--- src/fcc_pkg.sv ---
// Package for the frame compression control block: register map,
// field positions, reset values and the limit encoding.
// Assumes a 32-bit APB register bus with word-aligned registers.
package fcc_pkg;

  // Register byte offsets.
  localparam logic [11:0] FCC_CTRL_OFS   = 12'h000;
  localparam logic [11:0] FCC_STAT_OFS   = 12'h004;

  // Control field positions.
  localparam int FCC_EN_BIT       = 31;
  localparam int FCC_PLANE_BIT    = 30;
  localparam int FCC_FENCE_BIT    = 29;
  localparam int FCC_CS_BLK_BIT   = 27;
  localparam int FCC_REG_BLK_BIT  = 26;
  localparam int FCC_KEEP_BIT     = 25;
  localparam int FCC_LIM_LO       = 6;

  // Bits of the control register that are writable.
  localparam logic [31:0] FCC_CTRL_MASK  = 32'hEE0000C0;
  localparam logic [31:0] FCC_CTRL_RST   = 32'h00000000;

  // Compression limit encoding.
  localparam logic [1:0] FCC_LIM_1TO1  = 2'h0;
  localparam logic [1:0] FCC_LIM_2TO1  = 2'h1;
  localparam logic [1:0] FCC_LIM_4TO1  = 2'h2;
  localparam logic [1:0] FCC_LIM_RSVD  = 2'h3;

  typedef enum logic [1:0] {
    FCC_RATIO_1,
    FCC_RATIO_2,
    FCC_RATIO_4,
    FCC_RATIO_BAD
  } fcc_ratio_type;

endpackage

--- src/fcc_if.sv ---
// Interface carrying the compression limit decode between modules.
// Assumes both ends share pclk.
`timescale 1ns/1ns
`default_nettype none
interface fcc_lim_if;
  logic [1:0] limit;
  logic [1:0] shift;
  logic       bad;
  modport dec (input limit, output shift, output bad);
  modport use_side (output limit, input shift, input bad);
endinterface
`default_nettype wire

--- src/fcc_top.sv ---
// Functional notes
// - Fence bit tells whether the display buffer lies in a CPU fence.
// - Bit 27 set stops command-stream sync flips resetting the compressor.
// - Bit 26 set stops register-write sync flips resetting the compressor.
// - Limit field sets minimum compression ratio and compressed buffer size.
// - Limit 00b 1:1, 01b 2:1, 10b 4:1, 11b reserved.
//
// Top of the frame compression control block: APB slave with a control
// and a status register, enable timing and compressor reset requests.
// Assumes vblank_start, cs_flip and reg_flip are one-cycle pulses on pclk.
//
// The APB register port and the register offsets were decided locally.
`timescale 1ns/1ns
`default_nettype none
module fcc_top (
  // APB slave
  input  wire logic        pclk,
  input  wire logic        presetn,
  input  wire logic        psel,
  input  wire logic        penable,
  input  wire logic        pwrite,
  input  wire logic [11:0] paddr,
  input  wire logic [31:0] pwdata,
  input  wire logic [3:0]  pstrb,
  output var  logic [31:0] prdata,
  output var  logic        pready,
  output var  logic        pslverr,
  // Display events
  input  wire logic        vblank_start,
  input  wire logic        cs_flip,
  input  wire logic        reg_flip,
  // Compressor control
  output var  logic        comp_active,
  output var  logic        comp_reset,
  output var  logic        plane_sel,
  output var  logic        cpu_fence,
  output var  logic        keep_state_mode,
  output var  logic [1:0]  buf_shift,
  output var  logic        limit_bad
);
  import fcc_pkg::*;

  logic [31:0] ctrl_r;
  logic [31:0] ctrl_nxt;
  logic        act_r;
  logic        act_nxt;
  logic        crst_r;
  logic        crst_nxt;
  logic [31:0] rd_r;
  logic [31:0] rd_nxt;
  logic        rdy_r;
  logic        rdy_nxt;
  logic        err_r;
  logic        err_nxt;
  logic [1:0]  shf_r;
  logic        bad_r;

  fcc_lim_if lim ();

  fcc_limit_dec u_dec (
    .lim (lim)
  );

  assign lim.limit = ctrl_r[FCC_LIM_LO +: 2];

  function automatic logic [31:0] apply_strb(input logic [31:0] old,
                                             input logic [31:0] wd,
                                             input logic [3:0]  st);
    logic [31:0] res;
    res = old;
    for (int i = 0; i < 4; i++) begin
      if (st[i]) begin
        res[i*8 +: 8] = wd[i*8 +: 8];
      end
    end
    return res;
  endfunction

  // Answer every access in the cycle after its first access cycle: one wait state.
  logic acc;
  logic hit_ctrl;
  logic hit_stat;
  assign acc      = psel && penable && !rdy_r;
  assign hit_ctrl = paddr == FCC_CTRL_OFS;
  assign hit_stat = paddr == FCC_STAT_OFS;

  always_comb begin
    logic [31:0] wv;
    wv       = apply_strb(ctrl_r, pwdata, pstrb) & FCC_CTRL_MASK;
    ctrl_nxt = ctrl_r;
    rd_nxt   = 32'h00000000;
    rdy_nxt  = acc;
    err_nxt  = 1'b0;
    if (acc) begin
      if (hit_ctrl && pwrite) begin
        // While active only the enable may change; a locked write
        // keeps the other fields so a careless driver cannot corrupt them.
        if (act_r) begin
          ctrl_nxt[FCC_EN_BIT] = wv[FCC_EN_BIT];
        end else begin
          ctrl_nxt = wv;
        end
      end else if (hit_ctrl) begin
        rd_nxt = ctrl_r;
      end else if (hit_stat && !pwrite) begin
        rd_nxt = {28'h0000000, bad_r, shf_r, act_r};
      end else if (!hit_stat) begin
        err_nxt = 1'b1;
      end
    end
  end

  always_comb begin
    act_nxt = act_r;
    if (vblank_start) begin
      act_nxt = ctrl_r[FCC_EN_BIT];
    end
    crst_nxt = (cs_flip && !ctrl_r[FCC_CS_BLK_BIT]) ||
               (reg_flip && !ctrl_r[FCC_REG_BLK_BIT]);
  end

  always_ff @(posedge pclk or negedge presetn) begin
    if (!presetn) begin
      ctrl_r <= FCC_CTRL_RST;
      act_r  <= 1'b0;
      crst_r <= 1'b0;
      rd_r   <= 32'h00000000;
      rdy_r  <= 1'b0;
      err_r  <= 1'b0;
      shf_r  <= 2'h0;
      bad_r  <= 1'b0;
    end else begin
      ctrl_r <= ctrl_nxt;
      act_r  <= act_nxt;
      crst_r <= crst_nxt;
      rd_r   <= rd_nxt;
      rdy_r  <= rdy_nxt;
      err_r  <= err_nxt;
      shf_r  <= lim.shift;
      bad_r  <= lim.bad;
    end
  end

  always_comb begin
    prdata          = rd_r;
    pready          = rdy_r;
    pslverr         = err_r;
    comp_active     = act_r;
    comp_reset      = crst_r;
    plane_sel       = ctrl_r[FCC_PLANE_BIT];
    cpu_fence       = ctrl_r[FCC_FENCE_BIT];
    keep_state_mode = ctrl_r[FCC_KEEP_BIT];
    buf_shift       = shf_r;
    limit_bad       = bad_r;
  end
endmodule
`default_nettype wire

--- src/fcc_limit_dec.sv ---
// Decoder from the compression limit field to a buffer size shift.
// Assumes the field is already registered by the caller.
`timescale 1ns/1ns
`default_nettype none
module fcc_limit_dec (
  fcc_lim_if.dec lim
);
  import fcc_pkg::*;

  always_comb begin
    lim.bad = 1'b0;
    case (lim.limit)
      FCC_LIM_1TO1: lim.shift = 2'h0;
      FCC_LIM_2TO1: lim.shift = 2'h1;
      FCC_LIM_4TO1: lim.shift = 2'h2;
      default: begin
        lim.shift = 2'h0;
        lim.bad   = 1'b1;
      end
    endcase
  end
endmodule
`default_nettype wire

--- config.mk ---
export PLATFORM = sky130hd
export DESIGN_NAME = fcc_top
export DESIGN_NICKNAME = d
export VERILOG_FILES = /design/src/fcc_pkg.sv /design/src/fcc_if.sv /design/src/fcc_top.sv /design/src/fcc_limit_dec.sv
export SDC_FILE = /design/constraint.sdc
export NUM_CORES = 1
export LEC_CHECK = 0
export BUFFER_PORTS_ARGS = -buffer_cell sky130_fd_sc_hd__buf_2
export CAP_MARGIN = 20
export CORE_MARGIN = 4
export CORE_UTILIZATION = 23
export CTS_CLUSTER_SIZE = 30
export DETAILED_ROUTE_END_ITERATION = 10
export GPL_TIMING_DRIVEN = 0
export SYNTH_ARGS = -nofsm -noshare
export SYNTH_HDL_FRONTEND = slang
export SYNTH_SLANG_ARGS = --single-unit
--- constraint.sdc ---
create_clock -name pclk -period 2.25 [get_ports pclk]
set_clock_uncertainty 0.05 [all_clocks]
set_input_delay 0 -clock pclk [delete_from_list [all_inputs] [get_ports pclk]]
set_output_delay 0 -clock pclk [all_outputs]
set_load 0.01 [all_outputs]
==> results.sh, run 1 <==
export IMPL_floorplan_rows=25
export IMPL_final_max_slew_violation_count=0
export IMPL_r2r_start="pready"
export IMPL_fmax_mhz=547.4
export IMPL_clk_path_buf_depth=2
export IMPL_startpoint="pready"
export IMPL_drc=0
export IMPL_switchingPower_w=0.0001930
export IMPL_crit_type="register to register"
export IMPL_critPathMaxFanout=8
export IMPL_drive_above_1_share_pct=49.44
export IMPL_coreArea_um2=4848
export IMPL_pwr_share_seq_pct=56.5
export IMPL_io_pins=98
export IMPL_p_per_area_nw_per_um2=492.7
export IMPL_nets=237
export IMPL_setup_viol=0
export IMPL_holdPathEnd="pslverr"
export IMPL_yosysWarnings=0
export IMPL_globalplace_congestion=0.6624
export IMPL_vias=880
export IMPL_seqCellArea_um2=675.6
export IMPL_ant_nets=0
export IMPL_whs_path_depth=4
export IMPL_power_frac_clock_pct=30.9
export IMPL_p_leak_nw=0.9968
export IMPL_r2r_end="prdata[27]"
export IMPL_dp_cells=231
export IMPL_cts_clk_slew_worst_paths_ps=90
export IMPL_initial_core_util_pct=24.31
export IMPL_cts_root_buffer_cell="clkbuf_8"
export IMPL_start_kind="register"
export IMPL_postCtsHoldBufs=12
export IMPL_ys_seq_area_share_pct=57.32
export IMPL_worstSkewPairLatency_ps=270
export IMPL_reg2reg_depth=5
export IMPL_overflow=0
export IMPL_drt_first_pass_iters=3
export IMPL_maxCapViolCount=0
export IMPL_ctsResizeCount=0
export IMPL_p_sw_share_pct=22.31
export IMPL_numCtsBuffers=3
export IMPL_vdd_drop_max_uv=165.7
export IMPL_layout_cells_non_filler=247
export IMPL_grt_pass1_vias=871
export IMPL_wl_per_cell_um=9.988
export IMPL_status="complete, no violations"
export IMPL_grt_first_pass_wirelength_um=3884
export IMPL_synthDistinctLibCells=20
export IMPL_worst_r2r_setup_slack_ps=420
export IMPL_cts_sinks=27
export IMPL_htreeDepth=1
export IMPL_period_minus_slack_ps=1827
export IMPL_multi_input_area_um2=409.1
export IMPL_hold_viol=0
export IMPL_area_growth_pct=48.94
export IMPL_dieArea_um2=6334
export IMPL_synth_seq_cells=27
export IMPL_comb_power_share_pct=12.6
export IMPL_fin_util_pct=36.21
export IMPL_cp_required_ps=2410
export IMPL_first_iter_violations=15
export IMPL_post_cts_buffers=0
export IMPL_relSlewSlack_pct=47.48
export IMPL_grt_max_degree=28
export IMPL_grt_use_total_pct=7.934
export IMPL_min_path_type="primary input to register"
export IMPL_fp_dieW_um=79.59
export IMPL_worst_setup_path_end_kind="register"
export IMPL_rsz0062_at_grt="no"
export IMPL_crit_arrival_ps=1980
export IMPL_fillers=507
export IMPL_cts_tree="built"
export IMPL_fin_crit_sh_pct=81.19
export IMPL_fp_dieH_um=79.59
export IMPL_syn_instance_count=94
export IMPL_avgSynthCellArea_um2=12.54
export IMPL_synthesis_area_um2=1179
export IMPL_hp_start="paddr[10]"
export IMPL_internal_power_w=0.0006719
export IMPL_numPortBuffers=51
export IMPL_n_antenna_cell=0
export IMPL_routed_wl_um=2467
export IMPL_avgViaCountPerCell=3.563
export IMPL_holdWs_ps=52.70
export IMPL_antenna_found_initial=0
export IMPL_fin_setup_tns_ps=0
export IMPL_tightestPinTransition_ps=781.8
state kept, by name (all words and copies together) (netlist names):
signal       flops
comp_reset       1
pslverr          1
buf_shift        2
pready           1
prdata          12
comp_active      1
ctrl_r           8
limit_bad        1
cell usage in the layout (no fill, tap or decap):
cell / Yosys / final
and2_1: 14 / 14
and3b_1: 1 / 1
buf_2: 0 / 51
buf_4: 20 / 20
clkbuf_1: 1 / 1
clkbuf_8: 0 / 3
clkinv_2: 0 / 1
conb_1: 1 / 20
dfrtp_1: 27 / 27
dlygate4sd3_1: 0 / 12
inv_1: 3 / 3
mux2_2: 9 / 9
nand2_1: 2 / 2
nand3_1: 2 / 2
nand3b_1: 1 / 1
nand4_2: 1 / 1
nor2_1: 2 / 2
nor2b_1: 2 / 2
nor3_1: 2 / 2
nor3_4: 1 / 1
nor4_1: 1 / 1
nor4_2: 2 / 2
nor4b_2: 1 / 1
o22ai_1: 1 / 1
power groups by stage:
stage	combinational, W	sequential, W	clock, W
final	0.000109	0.000489	0.000267
after detailed placement	0.0000933	0.000499	0
after global routing	0.000122	0.000489	0.000307
after global placement	0.0000928	0.000498	0
after floorplan	0.0000501	0.000500	0
after CTS	0.000109	0.000489	0.000281
stage by stage:
step	power [W]	cell area, um2	setup slack [ps]
floorplan	0.0005502	1250	611.5
CTS	0.0008790	1755	299.2
global placement	0.0005911	1589	357.0
detailed placement	0.0005918	1589	318.3
global route	0.0009176	1755	150.3
finish	0.0008649	1755	423.3
cell type report:
class,count,share of cell area (%)
multi-input combinational,62,23.31
buffer,21,8.767
sequential,27,38.49
clock buffer,3,2.352
inverter,3,0.6415
clock inverter,1,0.2851
timing repair buffer,63,21.38
tap,67,4.775
per-layer routing:
layer | part of all wire [%] | up-vias | GRT usage (%)
met4 | 0.16 | 0 | 1.031
met3 | 11 | 2 | 3.047
met1 | 39 | 392 | 9.219
met5 | 0 | - | 0
li1 | - | 441 | -
met2 | 50 | 45 | 14.11
how the worst max path moves through the flow:
| stage | to | slack (ps) | depth (start not counted) |
|---|---|---|---|
| finish | prdata[27] | 420 | 5 |
| global route | prdata[26] | 150 | 5 |
| CTS | prdata[26] | 300 | 5 |
| detailed placement | prdata[31] | 320 | 5 |
| global placement | prdata[26] | 360 | 5 |
| floorplan | ctrl_r[25] | 610 | 5 |
kinds of logic (layout without fill, tap and decap cells):
kind of cell / after synthesis / after routing / share of synthesized area, %
AND/OR/NAND/NOR: 32 / 32 / 19.21
flip-flops: 27 / 27 / 57.33
buffers and inverters: 24 / 91 / 14.01
multiplexers: 9 / 9 / 8.599
other: 1 / 20 / 0.3182
AO/OA/AOI/OAI: 1 / 1 / 0.5311
synthesized netlist by cell type:
cell type	count	area, um2
nand4_2	1	12.51
nor4b_2	1	15.01
nor4_2	2	25.02
nor2_1	2	7.510
nand3b_1	1	7.510
and2_1	14	87.58
nor3_1	2	10.01
mux2_2	9	101.4
nor4_1	1	6.260
nand3_1	2	10.01
buf_4	20	150.1
o22ai_1	1	6.260
nor3_4	1	16.27
dfrtp_1	27	675.7
and3b_1	1	8.760
clkbuf_1	1	3.750
nor2b_1	2	12.51
inv_1	3	11.26
nand2_1	2	7.510
conb_1	1	3.750
critical path: stages (launching register included):
cell	delay [ps]
dfrtp_1	390
and3b_1	200
clkbuf_1	190
nand3_1	100
nor3_1	620
and2_1	220
(Power assumes the default switching activity.)
==> run 2, diff against run 1 <==
clock period = 1.6 ns   (was 2.25 ns; I/O delays follow)
==> run 2 against run 1 <==
Cell count rose by 0.81%. The run now ends with negative setup slack left. Global-route usage rose by 0.44 points. Largest cell class unchanged. Sequential power rose by 40%. Non-clock buffer count rose by 2. Count of clock-buffer cells in the layout did not move. First-iteration DRC count fell by 67%. Hold slack improved by 20 ps. Largest power group unchanged. Sequential cell count did not move.
==> results.sh, run 2 (synthesized netlist as in run 1, its figures left out) <==
export IMPL_min_path_type="primary input to register"
export IMPL_worst_setup_path_end_kind="register"
export IMPL_path_delay_family="simple AND/OR/NAND/NOR gates"
export IMPL_rsz0062_at_grt="yes"
export IMPL_p_per_area_nw_per_um2=669.4
export IMPL_power_w=0.001224
export IMPL_dpl_cell_area_um2=1599
export IMPL_first_iter_violations=5
export IMPL_cts_root_buffer_cell="clkbuf_8"
export IMPL_crit_arrival_ps=1730
export IMPL_hp_start="pwrite"
export IMPL_routed_wl_um=2611
export IMPL_antenna_found_initial=0
export IMPL_fillers=496
export IMPL_hold_viol=0
export IMPL_relSlewSlack_pct=60.59
export IMPL_floorplan_rows=25
export IMPL_worstSkewPairLatency_ps=260
export IMPL_final_max_slew_violation_count=0
export IMPL_maxCapViolCount=0
export IMPL_reg2reg_depth=6
export IMPL_fin_crit_sh_pct=101.6
export IMPL_globalplace_congestion=0.6506
export IMPL_dp_slack_ps=-263.9
export IMPL_period_minus_slack_ps=1625
export IMPL_largest_register_ff_count=12
export IMPL_nets=239
export IMPL_layout_cells_non_filler=249
export IMPL_crit_type="register to register"
export IMPL_cp_required_ps=1710
export IMPL_ant_nets=0
export IMPL_avgViaCountPerCell=3.659
export IMPL_internal_power_w=0.0009478
export IMPL_area_growth_pct=55.10
export IMPL_coreArea_um2=4848
export IMPL_io_pins=98
export IMPL_dp_hpwl_um=1941
export IMPL_grt_max_degree=28
export IMPL_startpoint="pready"
export IMPL_p_leak_nw=1.021
export IMPL_vias=911
export IMPL_drc=0
export IMPL_critical_path_depth=6
export IMPL_fp_dieH_um=79.59
export IMPL_drt_first_pass_iters=2
export IMPL_critPathMaxFanout=5
export IMPL_status="finished with violations"
export IMPL_cts_tree="built"
export IMPL_cp_cell_sequence="and3b_1 > clkbuf_8 > nand4_4 > nor3_4 > buf_12 > mux2_4"
export IMPL_fp_dieW_um=79.59
export IMPL_wl_per_cell_um=10.49
export IMPL_crit_end="ctrl_r[29]"
export IMPL_pwr_share_seq_pct=56.1
export IMPL_n_antenna_cell=0
export IMPL_finish_instance_area_um2=1828
export IMPL_violations="negative setup slack"
export IMPL_worst_r2r_setup_slack_ps=-30
export IMPL_r2r_start="pready"
export IMPL_clk_path_buf_depth=2
export IMPL_tightestPinTransition_ps=591.2
export IMPL_numPortBuffers=51
export IMPL_fin_util_pct=37.70
export IMPL_r2r_end="ctrl_r[29]"
export IMPL_dp_cells=231
export IMPL_setup_viol=7
export IMPL_overflow=0
export IMPL_final_cell_mix="51 x buf_2, 27 x dfrtp_1, 21 x buf_4"
export IMPL_cp_slowest_cell="dfrtp_1"
export IMPL_start_kind="register"
export IMPL_htreeDepth=1
export IMPL_initial_core_util_pct=24.31
export IMPL_layout_commonest_cell="buf_2"
export IMPL_cts_clk_slew_worst_paths_ps=90
export IMPL_cts_sinks=27
export IMPL_numCtsBuffers=3
export IMPL_power_frac_clock_pct=30.8
export IMPL_drive_above_1_share_pct=51.65
export IMPL_grt_pass1_vias=886
export IMPL_final_setup_worst_slack_ps=-25.19
export IMPL_vdd_drop_max_uv=273.5
export IMPL_worst_path_largest_cell_delay_ps=380
export IMPL_cp_num_buf_inv=2
export IMPL_dieArea_um2=6334
export IMPL_switchingPower_w=0.0002759
export IMPL_comb_power_share_pct=13.1
export IMPL_grt_use_total_pct=8.379
export IMPL_p_sw_share_pct=22.54
export IMPL_fmax_mhz=615.3
export IMPL_grt_first_pass_wirelength_um=4091
==> run 2: cell type report <==
| cell class | instances | area (um2) | share of cell area, % |
|---|---|---|---|
| Clock inverter | 1 | 5.005 | 0.2738 |
| Buffer | 21 | 163.9 | 8.966 |
| Sequential cell | 27 | 675.6 | 36.96 |
| Inverter | 3 | 11.26 | 0.6160 |
| Tap cell | 67 | 83.83 | 4.586 |
| Clock buffer | 3 | 41.29 | 2.259 |
| Timing Repair Buffer | 65 | 402.9 | 22.04 |
| Multi-Input combinational cell | 62 | 444.2 | 24.30 |
==> run 2: worst register-to-register path: stages (launching register included) <==
cell and delay, ps:
dfrtp_1 380, and3b_1 220, clkbuf_8 140, nand4_4 90, nor3_4 190, buf_12 150
mux2_4 300
==> run 2: metrics by stage <==
step | hold slack (ps) | TNS, ps
after floorplan | -345.6 | -156.2
after global placement | -8.759 | -2845
after detailed placement | -8.387 | -2947
after CTS | 66.67 | -220.9
after global routing | 67.97 | -1348
final | 72.84 | -101.8
==> run 2: worst min path at each step <==
| stage | to | slack (ps) | cells past startpoint |
|---|---|---|---|
| 2_1_floorplan | buf_shift[0] | -350 | 0 |
| 3_3_place_gp | prdata[1] | -9 | 1 |
| 3_5_place_dp | prdata[1] | -8 | 1 |
| 4_1_cts | prdata[1] | 70 | 3 |
| 5_1_grt | prdata[0] | 70 | 3 |
| 6_report | prdata[1] | 70 | 3 |
==> run 2: what timing repair did <==
item                       4_1_cts  5_1_grt
setup endpoints to repair       15       16
resized for setup                8        1
hold buffers                    12        0
hold endpoints to repair        37        0
pin swaps                        1        0
buffers inserted                 2        0
==> run 2: metal layers <==
| metal | up-vias | share of wire (%) | GRT usage, % |
|---|---|---|---|
| met1 | 412 | 42 | 10.60 |
| met3 | 4 | 10 | 2.483 |
| li1 | 444 | - | - |
| met2 | 51 | 46 | 13.44 |
| met4 | 0 | 1.1 | 3.093 |
| met5 | - | 0 | 0 |
==> run 2: power groups by stage <==
stage	Clock, W	Sequential (W)	Combinational, W
final	0.000376	0.000687	0.000160
after detailed placement	0	0.000701	0.000132
after global placement	0	0.000701	0.000132
after CTS	0.000400	0.000687	0.000158
after floorplan	0	0.000703	0.0000720
after global routing	0.000437	0.000688	0.000177
==> run 3, diff against run 2 <==
ABC_AREA = 1   (was not set)
CAP_MARGIN = 25   (was 20)
GPL_TIMING_DRIVEN = not set   (was 0)
==> run 3 against run 2 <==
Via count rose by 14%. Cell count rose by 10%. Critical endpoint is now ctrl_r[26]. Die area rose by 6.2%. The flow now finishes without violations. Clock power barely moved. Core utilization fell by 4.5 points. Critical path depth did not move. Largest cell class unchanged. Critical path type unchanged.
==> results.sh, run 3 <==
export IMPL_drive_above_1_share_pct=30.73
export IMPL_grt_first_pass_wirelength_um=4347
export IMPL_synth_common_cells="27 x dfrtp_1, 21 x nand2_1, 20 x buf_4, 18 x inv_1, 11 x nor2_1"
export IMPL_drt_first_pass_iters=4
export IMPL_synth_compound_area_share_pct=6.058
export IMPL_ys_top_cells_by_area="dfrtp_1 54%, buf_4 12%, nand2_1 6.3%"
export IMPL_synth_seq_cells=27
export IMPL_ant_nets=0
export IMPL_status="complete, no violations"
export IMPL_drc=0
export IMPL_synthDistinctLibCells=18
export IMPL_muxShareOfSynthArea_pct=0
export IMPL_setup_viol=0
export IMPL_hp_start="psel"
export IMPL_n_antenna_cell=0
export IMPL_cts_sinks=27
export IMPL_coreArea_um2=5205
export IMPL_grt_max_degree=28
export IMPL_area_growth_pct=37.24
export IMPL_clk_path_buf_depth=2
export IMPL_synthSimpleGateAreaFrac_pct=22.44
export IMPL_final_cell_mix="51 x buf_2, 27 x dfrtp_1, 21 x nand2_1"
export IMPL_numPortBuffers=51
export IMPL_routed_wl_um=2778
export IMPL_numCtsBuffers=3
export IMPL_rsz0062_at_grt="no"
export IMPL_relSlewSlack_pct=60.79
export IMPL_fillers=563
export IMPL_nets=262
export IMPL_finish_instance_area_um2=1729
export IMPL_hold_viol=0
export IMPL_fin_setup_tns_ps=0
export IMPL_synth_area_leader_cell="dfrtp_1"
export IMPL_overflow=0
export IMPL_vdd_drop_max_uv=301.4
export IMPL_io_pins=98
export IMPL_layout_commonest_cell="buf_2"
export IMPL_fin_crit_sh_pct=84.89
export IMPL_r2r_start="pready"
export IMPL_globalplace_congestion=0.7081
export IMPL_vias=1040
export IMPL_worstSkewPairLatency_ps=260
export IMPL_crit_type="register to register"
export IMPL_period_minus_slack_ps=1358
export IMPL_yosys_area_share_adder_pct=0
export IMPL_synthesis_area_um2=1260
export IMPL_htreeDepth=1
export IMPL_maxCapViolCount=0
export IMPL_wl_per_cell_um=10.10
export IMPL_grt_use_total_pct=8.209
export IMPL_fmax_mhz=736.2
export IMPL_cp_required_ps=1700
export IMPL_crit_arrival_ps=1460
export IMPL_ys_seq_area_share_pct=53.62
export IMPL_syn_instance_count=135
export IMPL_synth_top_cell_area_share_pct=53.62
export IMPL_fp_dieW_um=82.02
export IMPL_cts_tree="built"
export IMPL_synthArstFlopShare_pct=100.0
export IMPL_worst_r2r_setup_slack_ps=240
export IMPL_avgViaCountPerCell=3.782
export IMPL_p_leak_nw=0.9299
export IMPL_ctsResizeCount=0
export IMPL_dieArea_um2=6726
export IMPL_cts_clk_slew_worst_paths_ps=90
export IMPL_synth_xor_area_share_pct=0
export IMPL_startpoint="pready"
export IMPL_p_per_area_nw_per_um2=694.2
export IMPL_synth_edf_count=0
export IMPL_first_iter_violations=33
export IMPL_yosys_most_used_dff="dfrtp_1"
export IMPL_fp_dieH_um=82.02
export IMPL_start_kind="register"
export IMPL_critPathMaxFanout=7
export IMPL_dp_hpwl_um=2197
export IMPL_yosysWarnings=0
export IMPL_tightestPinTransition_ps=588.2
export IMPL_worst_setup_path_end_kind="register"
export IMPL_min_path_type="primary input to register"
export IMPL_floorplan_rows=26
export IMPL_synth_most_common_cell="dfrtp_1"
export IMPL_avgSynthCellArea_um2=9.333
export IMPL_reg2reg_depth=6
export IMPL_largest_register_ff_count=12
export IMPL_synth_top_family_by_area="simple AND/OR/NAND/NOR gates"
export IMPL_dpl_cell_area_um2=1524
export IMPL_final_max_slew_violation_count=0
export IMPL_antenna_found_initial=0
export IMPL_whs_path_depth=3
export IMPL_fin_util_pct=33.22
export IMPL_initial_core_util_pct=24.21
export IMPL_cts_root_buffer_cell="clkbuf_8"
export IMPL_grt_pass1_vias=1002
-- run 3: cell types whose count changed in the layout (fill, tap and decap cells not counted), moves of 4 or more --
| cell | before | now |
|---|---|---|
| inv_1 | 3 | 18 |
| mux2_4 | 5 | 0 |
| nor3_1 | 1 | 9 |
| o21bai_1 | 0 | 7 |
| and2_1 | 14 | 0 |
| mux2_2 | 4 | 0 |
| nand3_1 | 2 | 8 |
| buf_4 | 21 | 0 |
| dlygate4sd3_1 | 12 | 16 |
| nand2_1 | 2 | 21 |
| nor2_1 | 1 | 11 |
-- run 3: layer usage --
| layer | vias to the layer above | global-route usage [%] | part of all wire, % |
|---|---|---|---|
| li1 | 521 | - | - |
| met4 | 0 | 2.990 | 1.0 |
| met2 | 41 | 15.11 | 51 |
| met5 | - | 0 | 0 |
| met1 | 476 | 9.066 | 39 |
| met3 | 2 | 1.974 | 9.6 |
-- run 3: through the flow --
| stage | power [W] | hold WS [ps] | cells | setup slack, ps |
|---|---|---|---|---|
| floorplan | 0.0007857 | -345.6 | 154 | 351.6 |
| global route | 0.001259 | 23.68 | 275 | 95.33 |
| detailed placement | 0.0008113 | -11.21 | 255 | 239.8 |
| finish | 0.001200 | 16.39 | 275 | 241.7 |
| CTS | 0.001220 | 4.272 | 275 | 223.5 |
| global placement | 0.0008093 | -9.538 | 255 | 238.6 |
-- run 3: power by group --
part / switching, W / total (W) / internal, W / leakage (nW)
Clock: 0.000197 / 0.000375 / 0.000178 / 0.0228
Combinational: 0.0000766 / 0.000135 / 0.0000586 / 0.582
Sequential: 0.00000384 / 0.000690 / 0.000686 / 0.325
-- run 3: logic make-up (layout without fill, tap and decap cells) --
family,Yosys count,in the layout
and+or+nand+nor,57,57
other,1,20
DFF,27,27
AOI/OAI and AO/OA,11,11
buffers and inverters,39,90
-- run 3: worst max-delay path, cell delays in order (launching register included) --
cell      delay [ps]
dfrtp_1          380
inv_1             50
nand3_1          100
nor2_2           190
nand4_2          220
o21bai_1         180
nand2_1           70
-- run 3: cell type report --
class | count | area [um2] | share of cell area, %
tap | 70 | 87.58 | 5.065
inverter | 19 | 71.32 | 4.124
clock buffer | 4 | 45.04 | 2.605
multi-input combinational | 88 | 434.2 | 25.11
timing repair buffer | 67 | 415.4 | 24.02
sequential | 27 | 675.6 | 39.07
-- run 3: worst paths after layout --
kind	end
min in group asynchronous	prdata[1]
max	ctrl_r[26]
max reg2reg	ctrl_r[26]
max in group asynchronous	prdata[29]
min reg2reg	buf_shift[0]
min	pready
-- run 3: what timing repair did --
| item | CTS | global route |
|---|---|---|
| buffers inserted | 0 | 0 |
| endpoints found under the setup margin | 0 | 0 |
| endpoints found under the hold margin | 42 | 0 |
| hold buffers | 16 | 0 |
